### src/hw/dss_pkg.sv
/*
  Constants and state type shared by the start/stop sequencer.
  Assumes one 40 MHz system clock; speeds are 12-bit magnitudes, times are in ms.
*/
package dss_pkg;
  localparam int CLK_HZ = 40000000;
  localparam int MS_PER_S = 1000;
  localparam int CYC_PER_MS = CLK_HZ / MS_PER_S;
  localparam int SPEED_W = 12;
  localparam int TIME_W = 16;
  localparam logic [SPEED_W-1:0] SPEED_FULL = 12'hfff;
  localparam logic [SPEED_W-1:0] SPEED_ZERO = 12'h000;
  // Final stop time default, 10.0 s
  localparam int STOP_TIME_DEF_S = 10;
  localparam logic [TIME_W-1:0] STOP_TIME_DEF_MS = TIME_W'(STOP_TIME_DEF_S * MS_PER_S);
  // Stop input must be low longer than this to count
  localparam int STOP_MIN_MS = 100;
  localparam logic [7:0] STOP_MIN_TICKS = 8'(STOP_MIN_MS + 1);
  // Stop mode encodings; zero is ramp so a tied-off port gives the default
  localparam logic STOP_RAMP = 1'b0;
  localparam logic STOP_COAST = 1'b1;
  // Pin vector positions
  localparam int P_KRUN = 0;
  localparam int P_KSTOP = 1;
  localparam int P_KINCH = 2;
  localparam int P_KDIR = 3;
  localparam int P_RFWD = 4;
  localparam int P_RREV = 5;
  localparam int P_RINCH = 6;
  localparam int P_STOPN = 7;
  localparam int P_FASTN = 8;
  localparam int P_COASTN = 9;
  localparam int P_PERMIT = 10;
  localparam int P_TRIP = 11;
  localparam int P_TRST = 12;
  localparam int NPIN = 13;
  localparam logic [NPIN-1:0] PIN_RST = 13'h0000;
  typedef enum logic [2:0] {IDLE, RUN, INCH, DECEL, TRIMDOWN, STOPDELAY} dss_state_t;
endpackage

### src/hw/dss_sequencer.sv
/*
  Start/stop sequencer: turns keypad and remote start/stop pins into a ramped
  speed command, power-stack enable and status. Pins are asynchronous and are
  filtered here; references, times and modes come from logic on clk_sys.
*/
`timescale 1ns/1ps
`default_nettype none
module dss_sequencer #(
  parameter int CYC_MS = dss_pkg::CYC_PER_MS
) (
  // Clock and reset
  input wire logic clk_sys,
  input wire logic rst,
  // Source selection
  input wire logic seqRemote,
  input wire logic refRemote,
  // Keypad keys (pins)
  input wire logic keyRun,
  input wire logic keyStop,
  input wire logic keyInch,
  input wire logic keyDir,
  // Remote inputs (pins)
  input wire logic remRunFwd,
  input wire logic remRunRev,
  input wire logic remInch,
  input wire logic remStopN,
  input wire logic fastStopN,
  input wire logic coastStopN,
  input wire logic driveEnable,
  input wire logic tripActive,
  input wire logic tripReset,
  // References and ramp settings
  input wire logic [dss_pkg::SPEED_W-1:0] remoteReference,
  input wire logic [dss_pkg::SPEED_W-1:0] keypadReference,
  input wire logic [dss_pkg::SPEED_W-1:0] inchTarget,
  input wire logic [dss_pkg::SPEED_W-1:0] trimValue,
  input wire logic trimEnable,
  input wire logic rampHold,
  input wire logic [dss_pkg::TIME_W-1:0] rampupTime,
  input wire logic [dss_pkg::TIME_W-1:0] rampdownTime,
  input wire logic [dss_pkg::TIME_W-1:0] inchRampTime,
  input wire logic [dss_pkg::TIME_W-1:0] finalStopTime,
  input wire logic [dss_pkg::TIME_W-1:0] fastStopTime,
  input wire logic [dss_pkg::TIME_W-1:0] stopDelay,
  input wire logic runStopMode,
  input wire logic fastStopMode,
  // Status and drive outputs
  output logic [dss_pkg::SPEED_W-1:0] speedCommand,
  output logic remoteDirOut,
  output logic stackEnable,
  output logic active,
  output logic noFaultFlag
);
  import dss_pkg::*;

  function automatic logic [SPEED_W-1:0] moveToward(input logic [SPEED_W-1:0] cur,
                                                    input logic [SPEED_W-1:0] tgt, input logic step);
    moveToward = cur;
    if (step && cur < tgt) begin
      moveToward = cur + 12'h001;
    end else if (step && cur > tgt) begin
      moveToward = cur - 12'h001;
    end
  endfunction

  // Pin filter: three flops, change taken when second and third agree
  logic [NPIN-1:0] pinRaw;
  logic [NPIN-1:0] syncA_reg, syncB_reg, syncC_reg, pinStable_reg, pinPrev_reg;
  logic [NPIN-1:0] pinStable_next;
  assign pinRaw = {tripReset, tripActive, driveEnable, coastStopN, fastStopN, remStopN, remInch,
                   remRunRev, remRunFwd, keyDir, keyInch, keyStop, keyRun};
  always_comb begin
    pinStable_next = pinStable_reg;
    for (int i = 0; i < NPIN; i++) begin
      if (syncB_reg[i] == syncC_reg[i]) begin
        pinStable_next[i] = syncC_reg[i];
      end
    end
  end
  always_ff @(posedge clk_sys or posedge rst) begin
    if (rst) begin
      syncA_reg <= PIN_RST;
      syncB_reg <= PIN_RST;
      syncC_reg <= PIN_RST;
      pinStable_reg <= PIN_RST;
      pinPrev_reg <= PIN_RST;
    end else begin
      syncA_reg <= pinRaw;
      syncB_reg <= syncA_reg;
      syncC_reg <= syncB_reg;
      pinStable_reg <= pinStable_next;
      pinPrev_reg <= pinStable_reg;
    end
  end

  logic kRunRise, kDirRise, fwdOnly, revOnly, stopLow, fastLow, coastLow, permit, trRise;
  assign kRunRise = pinStable_reg[P_KRUN] & ~pinPrev_reg[P_KRUN];
  assign kDirRise = pinStable_reg[P_KDIR] & ~pinPrev_reg[P_KDIR];
  assign trRise = pinStable_reg[P_TRST] & ~pinPrev_reg[P_TRST];
  assign fwdOnly = pinStable_reg[P_RFWD] & ~pinStable_reg[P_RREV];
  assign revOnly = pinStable_reg[P_RREV] & ~pinStable_reg[P_RFWD];
  assign stopLow = ~pinStable_reg[P_STOPN];
  assign coastLow = ~pinStable_reg[P_COASTN];
  assign fastLow = ~pinStable_reg[P_FASTN] & ~coastLow;
  assign permit = pinStable_reg[P_PERMIT];

  // Millisecond tick; long counts live here so the stop and delay counters stay 8 and 16 bits; ramps do not use it
  logic [31:0] msCnt_reg, msCnt_next;
  logic msTick;
  assign msTick = (msCnt_reg == 32'(CYC_MS - 1));
  always_comb begin
    msCnt_next = msTick ? 32'h0000_0000 : msCnt_reg + 32'h0000_0001;
  end
  always_ff @(posedge clk_sys or posedge rst) begin
    if (rst) begin
      msCnt_reg <= 32'h0000_0000;
    end else begin
      msCnt_reg <= msCnt_next;
    end
  end

  // Start latching: remote three-wire, keypad run/stop, trip latch
  logic [7:0] stopLowCnt_reg, stopLowCnt_next;
  logic remLatch_reg, remLatch_next, remLatchRev_reg, remLatchRev_next;
  logic locLatch_reg, locLatch_next, locRev_reg, locRev_next;
  logic tripLat_reg, tripLat_next;
  logic stopQual, runReq, inchReq, reqRev;
  assign stopQual = (stopLowCnt_reg >= STOP_MIN_TICKS);
  always_comb begin
    stopLowCnt_next = stopLowCnt_reg;
    if (!stopLow) begin
      stopLowCnt_next = 8'h00;
    end else if (msTick && !stopQual) begin
      stopLowCnt_next = stopLowCnt_reg + 8'h01;
    end
    remLatch_next = remLatch_reg;
    remLatchRev_next = remLatchRev_reg;
    if (stopQual || (pinStable_reg[P_RFWD] && pinStable_reg[P_RREV])) begin
      remLatch_next = 1'b0;
    end else if (!stopLow && (fwdOnly || revOnly) && !pinStable_reg[P_RINCH]) begin
      remLatch_next = 1'b1;
      remLatchRev_next = revOnly;
    end
    locLatch_next = locLatch_reg;
    if (pinStable_reg[P_KSTOP]) begin
      locLatch_next = 1'b0;
    end else if (kRunRise && !pinStable_reg[P_KINCH]) begin
      locLatch_next = 1'b1;
    end
    locRev_next = kDirRise ? ~locRev_reg : locRev_reg;
    tripLat_next = tripLat_reg;
    if (pinStable_reg[P_TRIP]) begin
      tripLat_next = 1'b1;
    end else if (trRise) begin
      tripLat_next = 1'b0;
    end
  end
  always_ff @(posedge clk_sys or posedge rst) begin
    if (rst) begin
      stopLowCnt_reg <= 8'h00;
      remLatch_reg <= 1'b0;
      remLatchRev_reg <= 1'b0;
      locLatch_reg <= 1'b0;
      locRev_reg <= 1'b0;
      tripLat_reg <= 1'b0;
    end else begin
      stopLowCnt_reg <= stopLowCnt_next;
      remLatch_reg <= remLatch_next;
      remLatchRev_reg <= remLatchRev_next;
      locLatch_reg <= locLatch_next;
      locRev_reg <= locRev_next;
      tripLat_reg <= tripLat_next;
    end
  end

  // Sequencing source chosen here; reference source chosen independently below
  always_comb begin
    if (seqRemote) begin
      runReq = fwdOnly | revOnly | remLatch_reg;
      reqRev = (fwdOnly | revOnly) ? revOnly : remLatchRev_reg;
      inchReq = pinStable_reg[P_RINCH];
    end else begin
      runReq = locLatch_reg;
      reqRev = locRev_reg;
      inchReq = pinStable_reg[P_KINCH];
    end
  end

  // Sequencer and ramps
  dss_state_t state_reg, state_next;
  logic [SPEED_W-1:0] ramp_reg, ramp_next, trim_reg, trim_next, spd_reg, spd_next;
  logic [31:0] rampAcc_reg, rampAcc_next, trimAcc_reg, trimAcc_next;
  logic [TIME_W-1:0] delayCnt_reg, delayCnt_next, rampTime, finTime;
  logic fastSeq_reg, fastSeq_next, dir_reg, dir_next, stack_reg, stack_next;
  logic act_reg, act_next, nf_reg, nf_next;
  logic [SPEED_W-1:0] rampTgt, refSel;
  logic [31:0] rampLim, trimLim;
  logic rampStep, trimStep, slowStop, stopMode;
  logic [SPEED_W:0] sum;

  always_comb begin
    finTime = (finalStopTime == 16'h0000) ? STOP_TIME_DEF_MS : finalStopTime;
    slowStop = (rampdownTime == 16'h0000) || rampHold;
    refSel = refRemote ? remoteReference : keypadReference;
    rampTgt = SPEED_ZERO;
    rampTime = rampdownTime;
    unique case (state_reg)
      RUN: begin
        rampTgt = refSel;
        rampTime = rampupTime;
      end
      INCH: begin
        rampTgt = inchTarget;
        rampTime = inchRampTime;
      end
      DECEL: begin
        if (fastSeq_reg) begin
          rampTime = fastStopTime;
        end else if (slowStop) begin
          rampTime = finTime;
        end else begin
          rampTime = rampdownTime;
        end
      end
      IDLE, TRIMDOWN, STOPDELAY: begin
        rampTime = rampdownTime;
      end
    endcase
    // Rate accumulator: full scale moves in rampTime ms; zero time steps every cycle
    rampLim = 32'(rampTime) * 32'(CYC_MS);
    trimLim = 32'(finTime) * 32'(CYC_MS);
    rampAcc_next = rampAcc_reg + 32'(SPEED_FULL);
    rampStep = (rampAcc_next >= rampLim);
    if (rampStep) begin
      rampAcc_next = rampAcc_next - rampLim;
    end
    trimAcc_next = trimAcc_reg + 32'(SPEED_FULL);
    trimStep = (trimAcc_next >= trimLim);
    if (trimStep) begin
      trimAcc_next = trimAcc_next - trimLim;
    end

    state_next = state_reg;
    ramp_next = moveToward(ramp_reg, rampTgt, rampStep && !(state_reg == RUN && rampHold));
    trim_next = trim_reg;
    delayCnt_next = delayCnt_reg;
    fastSeq_next = fastSeq_reg;
    dir_next = dir_reg;
    stopMode = fastLow ? fastStopMode : runStopMode;
    unique case (state_reg)
      IDLE: begin
        ramp_next = SPEED_ZERO;
        trim_next = SPEED_ZERO;
        fastSeq_next = 1'b0;
        // Run wins if both arrive together; the other waits for the next stop
        if (!fastLow && !tripLat_reg && runReq) begin
          state_next = RUN;
          dir_next = reqRev;
        end else if (!fastLow && !tripLat_reg && inchReq) begin
          state_next = INCH;
          dir_next = reqRev;
        end
      end
      RUN, INCH: begin
        trim_next = (state_reg == RUN && trimEnable) ? trimValue : SPEED_ZERO;
        if (state_reg == RUN && runReq) begin
          dir_next = reqRev;
        end
        // Inch ignored while running and run ignored while inching
        if (fastLow || (state_reg == RUN ? !runReq : !inchReq)) begin
          fastSeq_next = fastLow;
          if (stopMode == STOP_COAST) begin
            state_next = IDLE;
            ramp_next = SPEED_ZERO;
            trim_next = SPEED_ZERO;
          end else begin
            state_next = DECEL;
          end
        end
      end
      DECEL: begin
        // Once begun, run inputs returning high do not cancel the stop
        if (slowStop && !fastSeq_reg) begin
          trim_next = moveToward(trim_reg, SPEED_ZERO, rampStep);
        end
        if (ramp_reg == SPEED_ZERO) begin
          state_next = TRIMDOWN;
        end
      end
      TRIMDOWN: begin
        trim_next = moveToward(trim_reg, SPEED_ZERO, trimStep);
        delayCnt_next = 16'h0000;
        if (trim_reg == SPEED_ZERO) begin
          state_next = STOPDELAY;
        end
      end
      STOPDELAY: begin
        if (delayCnt_reg >= stopDelay) begin
          state_next = IDLE;
        end else if (msTick) begin
          delayCnt_next = delayCnt_reg + 16'h0001;
        end
      end
    endcase
    // Coast input and trip cut everything from any state
    if (coastLow || tripLat_reg || pinStable_reg[P_TRIP]) begin
      state_next = IDLE;
      ramp_next = SPEED_ZERO;
      trim_next = SPEED_ZERO;
    end
    sum = {1'b0, ramp_next} + {1'b0, trim_next};
    spd_next = sum[SPEED_W] ? SPEED_FULL : sum[SPEED_W-1:0];
    stack_next = (state_next != IDLE) && permit;
    act_next = (state_next != IDLE);
    nf_next = !tripLat_next;
  end

  always_ff @(posedge clk_sys or posedge rst) begin
    if (rst) begin
      state_reg <= IDLE;
      ramp_reg <= SPEED_ZERO;
      trim_reg <= SPEED_ZERO;
      spd_reg <= SPEED_ZERO;
      rampAcc_reg <= 32'h0000_0000;
      trimAcc_reg <= 32'h0000_0000;
      delayCnt_reg <= 16'h0000;
      fastSeq_reg <= 1'b0;
      dir_reg <= 1'b0;
      stack_reg <= 1'b0;
      act_reg <= 1'b0;
      nf_reg <= 1'b1;
    end else begin
      state_reg <= state_next;
      ramp_reg <= ramp_next;
      trim_reg <= trim_next;
      spd_reg <= spd_next;
      rampAcc_reg <= rampAcc_next;
      trimAcc_reg <= trimAcc_next;
      delayCnt_reg <= delayCnt_next;
      fastSeq_reg <= fastSeq_next;
      dir_reg <= dir_next;
      stack_reg <= stack_next;
      act_reg <= act_next;
      nf_reg <= nf_next;
    end
  end

  assign speedCommand = spd_reg;
  assign remoteDirOut = dir_reg;
  assign stackEnable = stack_reg;
  assign active = act_reg;
  assign noFaultFlag = nf_reg;
endmodule
`default_nettype wire

### config.mk
export PLATFORM = sky130hd
export DESIGN_NAME = dss_sequencer
export DESIGN_NICKNAME = d
export VERILOG_FILES = /design/src/hw/dss_pkg.sv /design/src/hw/dss_sequencer.sv
export SDC_FILE = /design/constraint.sdc
export NUM_CORES = 1
export LEC_CHECK = 0
export ABC_AREA = 1
export ABC_CLOCK_PERIOD_IN_PS = 13900
export BUFFER_PORTS_ARGS = -buffer_cell sky130_fd_sc_hd__buf_2
export CORE_MARGIN = 1
export CORE_UTILIZATION = 60
export CTS_BUF_LIST = sky130_fd_sc_hd__clkbuf_2
export CTS_CLUSTER_SIZE = 20
export DETAILED_ROUTE_END_ITERATION = 6
export GPL_TIMING_DRIVEN = 1
export HOLD_SLACK_MARGIN = 0.03
export PLACE_DENSITY = 0.88
export SYNTH_ARGS = -nofsm -noshare
export SYNTH_HDL_FRONTEND = slang
export SYNTH_SLANG_ARGS = --single-unit
### constraint.sdc
create_clock -name clk_sys -period 13.9 [get_ports clk_sys]
set_input_delay 2.78 -clock clk_sys [delete_from_list [all_inputs] [get_ports clk_sys]]
set_output_delay 2.78 -clock clk_sys [all_outputs]
set_load 0.1 [all_outputs]
=== Word level (Yosys, flattened, before mapping) ===
Cells that the tools add are included.

* Add/sub/neg operators: 12
* Multipliers: 2
* Divide/modulo/power cells: 0
* Magnitude comparators: 8
* Equality and inequality tests: 24
* Shifts and indexed selects: 0
* Multiplexer cells: 58
* Bitwise gates (word level): 17
* Reductions and logical operators: 53

{| class="wikitable"
|+ Operators with widths
! operator !! number
|-
| $mux W12 || 16
|-
| $mux W32 || 3
|-
| $mux W16 || 5
|-
| $add A32 B12 Y32 const B || 2
|-
| $ge A32 B32 Y1 || 2
|-
| $pmux W16 S4 || 1
|-
| $sub A32 B32 Y32 || 2
|-
| $mul A16 B10 Y26 const B || 2
|-
| $pmux W12 S2 || 2
|-
| $pmux W12 S4 || 1
|-
| $add A32 B1 Y32 const B || 1
|-
| $eq A32 B16 Y1 const B || 1
|-
| $logic_not A16 Y1 || 2
|-
| $pmux W16 S2 || 1
|-
| $add A12 B1 Y12 const B || 2
|-
| $logic_not A12 Y1 || 2
|-
| $sub A12 B1 Y12 const B || 2
|-
| $mux W3 || 7
|-
| $logic_and A1 B1 Y1 || 20
|-
| $add A16 B1 Y16 const B || 1
|-
| $ge A16 B16 Y1 || 1
|-
| $mux W1 || 16
|-
| $mux W8 || 2
|-
| $pmux W3 S5 || 1
|-
| other kinds (27) || 79
|}

* Bits in registers: 234
* Latch bits: 0
* RAM bits: 0
* Bits in read-only memories: 0
* Input bits: 165
* Output and inout port bits: 16
* Memories kept: 0

=== Logic depth before layout (Yosys ltp) ===
Gate-level depths: netlist of run 1.

* Depth after elaboration: 17
* Depth in mapped cells: 53

=== Worst setup path before layout of run 1 ===
Ideal clock, no wire load.

* Kind: input to register
* From: input port finalStopTime[0] in the netlist's numbering
* To: register spd_reg[10] (netlist: speedCommand[10])
* Data arrival time: 10.837 ns
* Slack: 2.933 ns
* Stages: 50
* Cell sequence: inv_1 > ha_1 > nand2_1 > nor4_1 > and2_1 > buf_2 > nor2_1 > nand2_1 > nand3_1 > o21ai_0 > o21ai_0 > o21ai_0 > fa_1 > inv_1 > ha_1 > inv_1 > fa_1 > inv_1 > (+14 left out) > nand3_1 > nor2_2 > nand2_8 > nand2_4 > nor2_1 > o21ai_0 > a21oi_1 > ha_1 > fa_1 > nand3_1 > nand2_1 > a31oi_1 > o21ai_0 > a21oi_1 > nor2_1 > nor2_1 > xor2_1 > nand2_1

* Cells in the longest elaborated chain, start to end: 17
* Elaborated cells between the ends (all ways): 31
* Classes of those cells: 1 x add/sub; 2 x mul; 2 x order compare; 18 x mux; 8 x reduce/logical

{| class="wikitable"
|+ RTL lines
! what !! line !! text
|-
| start: declaration || dss_sequencer.sv:42 || <nowiki>input wire logic [dss_pkg::TIME_W-1:0] finalStopTime,</nowiki>
|-
| $logic_not A16 Y1 || dss_sequencer.sv:202 || <nowiki>finTime = (finalStopTime == 16'h0000) ? STOP_TIME_DEF_MS : finalStopTime;</nowiki>
|-
| $mux W16 (*) || dss_sequencer.sv:202 ||
|-
| $mux W16 (*) || dss_sequencer.sv:219 || <nowiki>end else if (slowStop) begin</nowiki>
|-
| $mux W16 (*) || dss_sequencer.sv:217 || <nowiki>if (fastSeq_reg) begin</nowiki>
|-
| $pmux W16 S4 (*) || dss_sequencer.sv:207 || <nowiki>unique case (state_reg)</nowiki>
|-
| $mul A16 B10 Y26 (*) || dss_sequencer.sv:230 || <nowiki>rampLim = 32'(rampTime) * 32'(CYC_MS);</nowiki>
|-
| $ge A32 B32 Y1 (*) || dss_sequencer.sv:233 || <nowiki>rampStep = (rampAcc_next >= rampLim);</nowiki>
|-
| $logic_and A1 B1 Y1 (*) || dss_sequencer.sv:244 || <nowiki>ramp_next = moveToward(ramp_reg, rampTgt, rampStep && !(state_reg == RUN && rampHold));</nowiki>
|-
| (+3 left out) || - ||
|-
| $mux W12 || dss_sequencer.sv:272 || <nowiki>if (stopMode == STOP_COAST) begin</nowiki>
|-
| $mux W12 || dss_sequencer.sv:270 || <nowiki>if (fastLow || (state_reg == RUN ? !runReq : !inchReq)) begin</nowiki>
|-
| $pmux W12 S2 (*) || dss_sequencer.sv:250 || <nowiki>unique case (state_reg)</nowiki>
|-
| $mux W12 (*) || dss_sequencer.sv:306 || <nowiki>if (coastLow || tripLat_reg || pinStable_reg[P_TRIP]) begin</nowiki>
|-
| via ramp_next[0] || dss_sequencer.sv:191 || <nowiki>logic [SPEED_W-1:0] ramp_reg, ramp_next, trim_reg, trim_next, spd_reg, spd_next;</nowiki>
|-
| $add A12 B12 Y13 (*) || dss_sequencer.sv:311 || <nowiki>sum = {1'b0, ramp_next} + {1'b0, trim_next};</nowiki>
|-
| $mux W12 (*) || dss_sequencer.sv:312 || <nowiki>spd_next = sum[SPEED_W] ? SPEED_FULL : sum[SPEED_W-1:0];</nowiki>
|-
| via spd_next[10] || dss_sequencer.sv:191 ||
|-
| end signal: assignment || dss_sequencer.sv:336 || <nowiki>spd_reg <= spd_next;</nowiki>
|-
| end: declaration || dss_sequencer.sv:191 ||
|}

The timed path passes the listed nets; every way through them passes the cells marked *.
A chain may end at the register's enable or synchronous reset.

=== Worst setup path in the final report of run 1 ===
* From: input port rampdownTime[6] in the netlist's numbering
* To: register spd_reg[11] (netlist: speedCommand[11])

* Elaborated cells between the ends (all ways): 26
* Classes of those cells: 1 x add/sub; 1 x mul; 1 x order compare; 15 x mux; 8 x reduce/logical

{| class="wikitable"
|+ RTL lines
! what !! line !! text
|-
| start: declaration || dss_sequencer.sv:40 || <nowiki>input wire logic [dss_pkg::TIME_W-1:0] rampdownTime,</nowiki>
|-
| $logic_not A16 Y1 || dss_sequencer.sv:203 || <nowiki>slowStop = (rampdownTime == 16'h0000) || rampHold;</nowiki>
|-
| $logic_or A1 B1 Y1 || dss_sequencer.sv:203 ||
|-
| $mux W16 || dss_sequencer.sv:219 ||
|-
| $mux W16 || dss_sequencer.sv:217 ||
|-
| $pmux W16 S4 || dss_sequencer.sv:207 ||
|-
| $mul A16 B10 Y26 || dss_sequencer.sv:230 ||
|-
| $ge A32 B32 Y1 || dss_sequencer.sv:233 ||
|-
| $logic_and A1 B1 Y1 || dss_sequencer.sv:61 || <nowiki>end else if (step && cur > tgt) begin</nowiki>
|-
| $mux W12 || dss_sequencer.sv:61 ||
|-
| $mux W12 || dss_sequencer.sv:59 || <nowiki>if (step && cur < tgt) begin</nowiki>
|-
| $mux W12 (*) || dss_sequencer.sv:283 || <nowiki>if (slowStop && !fastSeq_reg) begin</nowiki>
|-
| $pmux W12 S4 (*) || dss_sequencer.sv:250 ||
|-
| $mux W12 (*) || dss_sequencer.sv:306 ||
|-
| via trim_next[7] || dss_sequencer.sv:191 ||
|-
| $add A12 B12 Y13 (*) || dss_sequencer.sv:311 ||
|-
| $mux W12 (*) || dss_sequencer.sv:312 ||
|-
| via spd_next[11] || dss_sequencer.sv:191 ||
|}

Marked as above.

==> out/summary.txt, run 1 <==
R2r startpoint: state_reg[2]
Synth top area share: 25.4%
Die W: 193 um
Htree depth: 2
Setup WS pre-CTS: 0.884 ns
Clock transition at path regs: 0.11 ns
Critical hold path startpoint: syncA_reg[11]
GRT Total Usage: 31.7%
P_int: 0.00273 W
Setup crit start kind: input port
CTS Hold Bufs: 0
Sw power: 0.00355 W
Final Core Density: 66.4%
Post-DRT Antenna Nets: 0
CP Data Required Time: 14.63 ns
CP max stage cell: a31oi_1
Syn Inst Count: 2,953
Initial core utilization: 61.3%
PwrDens: 264 nW/um^2
Min-delay worst type: reg2reg
Max-Cap Viols: 0
Final net count: 3,639
Vias post-DR: 20.8k
Final period util: 88.3%
Post-synthesis sequential area ratio: 25.5%
Setup slack, reg-to-reg: 2.62 ns
Die ar.: 37,400 um^2
Wire per inst: 16.4 um
Most frequent cell after synthesis: nand2_1
Rows: 69
Sequential share of power: 13.8%
Switching part of the total: 56.6%
Number of antenna violations at the first check in global routing: 5
Max stage delay on crit path: 0.67 ns
Pre-antenna DRT Iters: 7
Setup crit end kind: flop
Clock Tree Root: clkbuf_2
Logic pwr share: 79.2%
VDD IR max: 292 uV
Wire length of the first global-routing pass: 97,100 um
Avg Vias per Cell: 5.71
Top cells by area, synth: dfrtp_1 (25%), ha_1 (14%), nand2_1 (9.0%)
Synth Register Bits: 224
Syn_area_per_cell: 7.44 um^2
Max Clock Skew: 0.0604 ns
TritonCTS Buffers: 53
# port buffers: 180
Post-CTS resize count: 0
Routability cong.: 0.957
Critical path class: in2reg
Postcts setup bufs: 0
Netlist cell types: 65
Predominant post-synthesis flop cell: dfrtp_1
Ratio of cells with drive above 1 in the final layout: 10.7%
Area after DPL: 23,300 um^2
DRC Markers: 20
Failing checks: DRC
Global route overflow: 0
Design Area, Final: 23,800 um^2
Core area: 35,800 um^2
Clk sinks: 224
Largest net degree at the start of global routing: 148
Worst path bufs/invs: 7
Area of the multi-input gates: 14,100 um^2
Hold WS: 0.347 ns
Worst skew pair latency: 0.89 ns
Detailed Place HPWL: 48,300 um
Ys Warns: 0
Status: finished, violations left
R2r endpoint: speedCommand[11]
Vias in the first global route: 20.4k
Most instantiated cells after synthesis: nand2_1 (528), inv_1 (523), nor2_1 (286), ha_1 (252), dfrtp_1 (223)
Setup_tns: 0 ns
Least-Margin Pin Slew: 1.33 ns
Arr. time, crit path: 13.01 ns
Pleak: 12.6 nW
Fillcell total: 2,936
WHS Endpoint: syncB_reg[11]
Relative slew slack: 11.1%
Initial drt markers: 1,945
Min Tclk post-route: 12.28 ns
Post-synth EDFFs: 0
Register area: 5610 um^2
Worst Reg2Reg Path Length in Cells: 42
Final setup viols: 0
Synthesized net count: 3,442
Die H: 193 um
Final wirelength: 59,700 um
Worst setup margin: 1.62 ns
Most common cell on crit path: o21ai_0
Cell family with most CP delay: compound AO/OA/AOI/OAI gates
Min-Delay Path Depth: 0
I/O pins: 181
CTS tree: yes
Async SR Flop Fraction: 100%
Layout area overhead: 8.25%
Clock Power Share: 6.9%
Slew Limit Fails: 0
Final hold violations: 0
RSZ-0062 raised after global routing: false
Post-synth design cell area: 22,000 um^2
Clock Path Buffers: 3
Largest area contributor in the netlist: dfrtp_1
Max FO, Critical Path: 27
Fmax: 81.4 MHz
[power groups by stage]
stage | Clock, W | Sequential (W) | Combinational, W
detailed placement | 0 | 0.000878 | 0.00478
finish | 0.000435 | 0.000868 | 0.00497
floorplan | 0 | 0.000872 | 0.00371
global route | 0.000480 | 0.000878 | 0.00554
CTS | 0.000447 | 0.000865 | 0.00484
global placement | 0 | 0.000871 | 0.00466
[worst max path at each step]
stage                          start          endpoint  slack [ns]  depth (start not counted)
floorplan           finalStopTime[0]  speedCommand[10]        2.93                         50
global placement     rampdownTime[6]  speedCommand[11]        1.34                         48
detailed placement  finalStopTime[0]  speedCommand[11]        0.88                         48
CTS                 finalStopTime[0]  speedCommand[11]        1.77                         48
global route        finalStopTime[0]  speedCommand[11]        0.96                         48
finish               rampdownTime[6]  speedCommand[11]        1.62                         48
[cells by family (layout without fill, tap and decap cells)]
family                   count (synthesis)  in the layout  share of synthesized area (%)
AO/OA/AOI/OAI                          514            514                           13.6
XOR/XNOR                               161            161                           6.42
adder cells (fa/ha/maj)                337            337                           21.5
buffers and inverters                  583            817                           10.2
flip-flops                             224            224                           25.5
other                                    0              2                              0
AND/OR/NAND/NOR                       1134           1134                           22.8
[metal layers]
metal | share of wire, % | GRT usage, % | up-vias
met1 | 42 | 41.4 | 9695
met3 | 7.7 | 4.64 | 139
met2 | 46 | 52.7 | 913
met4 | 3.5 | 13.3 | 4
li1 | - | - | 10100
met5 | 0.039 | 0 | -
[worst register-to-register path: cells and delay by family (launching register included)]
| kind | cells | cell delay (ns) |
|---|---|---|
| buffers and inverters | 6 | 1.02 |
| AND/OR/NAND/NOR | 12 | 2.49 |
| flip-flops | 1 | 0.46 |
| XOR/XNOR | 1 | 0.19 |
| adder cells (fa/ha/maj) | 8 | 3.21 |
| AO/OA/AOI/OAI | 15 | 3.79 |
[cell type report]
class                      count  share of cell area, %
tap                          461                   2.42
sequential                   224                   23.6
antenna                        2                 0.0210
inverter                     540                   8.55
timing repair buffer         185                   3.94
clock inverter                28                  0.731
multi-input combinational   2146                   59.4
clock buffer                  64                   1.35
[layout by cell type, fill, tap and decap left out, drive strengths merged, types with 72 or more instances in the layout]
cell	instances
nor2	299
o21ai	188
dfrtp	223
xor2	110
nand3	126
fa	72
buf	185
ha	252
inv	537
a21oi	185
nand2	543
[metrics by stage]
step,cells,total power [W]
2_1_floorplan,2953,0.00458
3_3_place_gp,3556,0.00553
3_5_place_dp,3556,0.00566
4_1_cts,3648,0.00615
5_1_grt,3649,0.00690
6_report,3650,0.00628
No activity file was read; power rests on OpenSTA's default activity.
==> run 2, diff against run 1 <==
Settings changed: CAP_MARGIN from default to 20, MAX_ROUTING_LAYER from default to met4.
==> run 2 against run 1 <==
The flow still finishes with violations (DRC). Flip-flop and latch count stayed put. Critical path depth stayed put. Via count is 0.17% lower. Non-clock buffer count is 6 higher. Combinational power hardly changed. First-iteration DRC count is 14% lower. Total power is 0.50% higher. Register-to-register slack better by 0.73 ns. Sequential share of layout area is 0.14 points lower. Core utilization is 0.40 points higher. Design area is 0.60% higher. Clock skew is 0.073 ns higher. Critical endpoint unchanged. Largest cell class unchanged.
==> out/summary.txt, run 2 (synthesis results as in run 1) <==
Status: finished, violations left
Least-Margin Pin Slew: 0.966 ns (-0.366 ns)
Routability cong.: 1.01 (+5.9%)
Area after DPL: 23,300 um^2 (about the same)
Max FO, Critical Path: 27 (unchanged)
Critical path class: in2reg
Core area: 35,800 um^2 (unchanged)
Max-Cap Viols: 0 (unchanged)
Clock Power Share: 7.2% (+0.3 points)
Wire per inst: 16.7 um (+2.3%)
Arr. time, crit path: 12.84 ns (-0.17 ns)
Max Clock Skew: 0.134 ns (+0.0732 ns)
Failing checks: DRC
Commonest non-fill, non-tap cell in the layout: nand2_1
Relative slew slack: 34.9% (+24 points)
Fmax: 82.6 MHz (+1.4%)
Min-delay worst type: reg2reg
Final period util: 87.1% (-1.2 points)
PwrDens: 264 nW/um^2 (-0.11%)
Min Tclk post-route: 12.11 ns (-0.165 ns)
Ratio of cells with drive above 1 in the final layout: 11.2% (+0.51 points)
I/O pins: 181 (unchanged)
Clock Path Buffers: 3 (unchanged)
Vias in the first global route: 20.2k (-1.2%)
Detailed Place HPWL: 49,600 um (+2.7%)
CP max stage cell: a31oi_1
CP Data Required Time: 14.63 ns (about the same)
Sw power: 0.00357 W (+0.66%)
VDD IR max: 279 uV (-4.3%)
Final wirelength: 61,400 um (+2.8%)
Post-CTS resize count: 0 (unchanged)
Rows: 69 (unchanged)
Final net count: 3,649 (+0.27%)
Setup_tns: 0 ns (unchanged)
# port buffers: 180 (unchanged)
Cell family with most CP delay: adder cells
Design Area, Final: 23,900 um^2 (+0.60%)
CTS tree: yes
Clk sinks: 224 (unchanged)
Clock transition at path regs: 0.11 ns (about the same)
Fillcell total: 3,041 (+3.6%)
Final Core Density: 66.8% (+0.40 points)
Die W: 193 um (unchanged)
Commonest cells after routing, fill and taps aside: nand2_1 (528), inv_1 (522), nor2_1 (285), ha_1 (252), dfrtp_1 (223)
Layout area overhead: 8.90%
Die H: 193 um (unchanged)
Postcts setup bufs: 0 (unchanged)
Final hold violations: 0 (unchanged)
CTS Hold Bufs: 0 (unchanged)
Setup crit start kind: input port
Vias post-DR: 20.8k (-0.17%)
Pleak: 12.7 nW (+0.72%)
Worst skew pair latency: 0.88 ns (about the same)
Clock Tree Root: clkbuf_2
Max stage delay on crit path: 0.64 ns (-0.03 ns)
Slew Limit Fails: 0 (unchanged)
Largest net degree at the start of global routing: 147 (-0.68%)
Worst path bufs/invs: 8 (+1)
Global route overflow: 0 (unchanged)
TritonCTS Buffers: 57 (+7.5%)
RSZ-0062 raised after global routing: false
Pre-antenna DRT Iters: 7 (unchanged)
Post-DRT Antenna Nets: 0 (unchanged)
P_int: 0.00273 W (+0.27%)
Initial drt markers: 1,677 (-14%)
Setup crit end kind: flop
Final setup viols: 0 (unchanged)
Initial core utilization: 61.3% (unchanged)
Wire length of the first global-routing pass: 98,800 um (+1.7%)
Switching part of the total: 56.7% (+0.095 points)
Logic pwr share: 79.0% (-0.2 points)
Avg Vias per Cell: 5.67 (-0.66%)
GRT Total Usage: 33.4% (+1.7 points)
Htree depth: 2 (unchanged)
Total Power: 0.00631 W (+0.50%)
DRC Markers: 20 (unchanged)
Die ar.: 37,400 um^2 (unchanged)
Sequential share of power: 13.8% (about the same)
Number of antenna violations at the first check in global routing: 5 (unchanged)
run 2: cell types whose count changed in the layout (fill, tap and decap cells not counted), moves of 2 or more:
cell,before,now
buf_16,0,3
buf_4,5,8
clkbuf_2,64,75
clkinv_1,20,18
diode_2,2,4
run 2: worst paths after layout:
kind                            slack (ns)  cells after the start            start               end
worst max-delay path                  1.79                     48  rampdownTime[3]  speedCommand[11]
worst min-delay path                  0.35                      0     syncA_reg[3]      syncB_reg[3]
worst max register to register        3.35                     41      fastSeq_reg  speedCommand[11]
worst min register to register        0.35                      0     syncA_reg[3]      syncB_reg[3]
max in group asynchronous            10.42                      5              rst   trimAcc_reg[31]
min in group asynchronous             1.83                      2              rst      syncA_reg[7]
run 2: per-stage QoR:
| stage | setup slack [ns] | hold WS (ns) | std cells |
|---|---|---|---|
| 6_report | 1.79 | 0.346 | 3668 |
| 5_1_grt | 1.16 | 0.358 | 3666 |
| 4_1_cts | 1.94 | 0.355 | 3661 |
| 3_5_place_dp | 1.04 | 0.336 | 3559 |
| 3_3_place_gp | 1.36 | 0.332 | 3559 |
| 2_1_floorplan | 2.93 | 0.331 | 2953 |
run 2: final cells by class:
| class | count | area (um^2) | share of cell area [%] |
|---|---|---|---|
| tap | 461 | 577 | 2.41 |
| sequential | 224 | 5610 | 23.4 |
| inverter | 540 | 2030 | 8.50 |
| multi-input combinational | 2146 | 14100 | 59.1 |
| clock buffer | 75 | 375 | 1.57 |
| antenna | 4 | 10.0 | 0.0418 |
| clock inverter | 27 | 153 | 0.638 |
| timing repair buffer | 191 | 1040 | 4.36 |
run 2: power by group through the flow:
stage,logic [W],registers (W),clock network [W]
5_1_grt,0.00553,0.000882,0.000503
6_report,0.00498,0.000873,0.000452
2_1_floorplan,0.00371,0.000872,0
3_3_place_gp,0.00474,0.000872,0
3_5_place_dp,0.00481,0.000880,0
4_1_cts,0.00486,0.000867,0.000466
run 2: routing by layer:
layer	vias to the layer above	routed length (um)	track usage, %	part of all wire, %
met3	140	4400	4.93	7.2
met2	864	27800	52.4	45
met4	0	2080	11.3	3.4
met5	-	0	-	0
li1	10100	-	-	-
met1	9676	27100	44.3	44
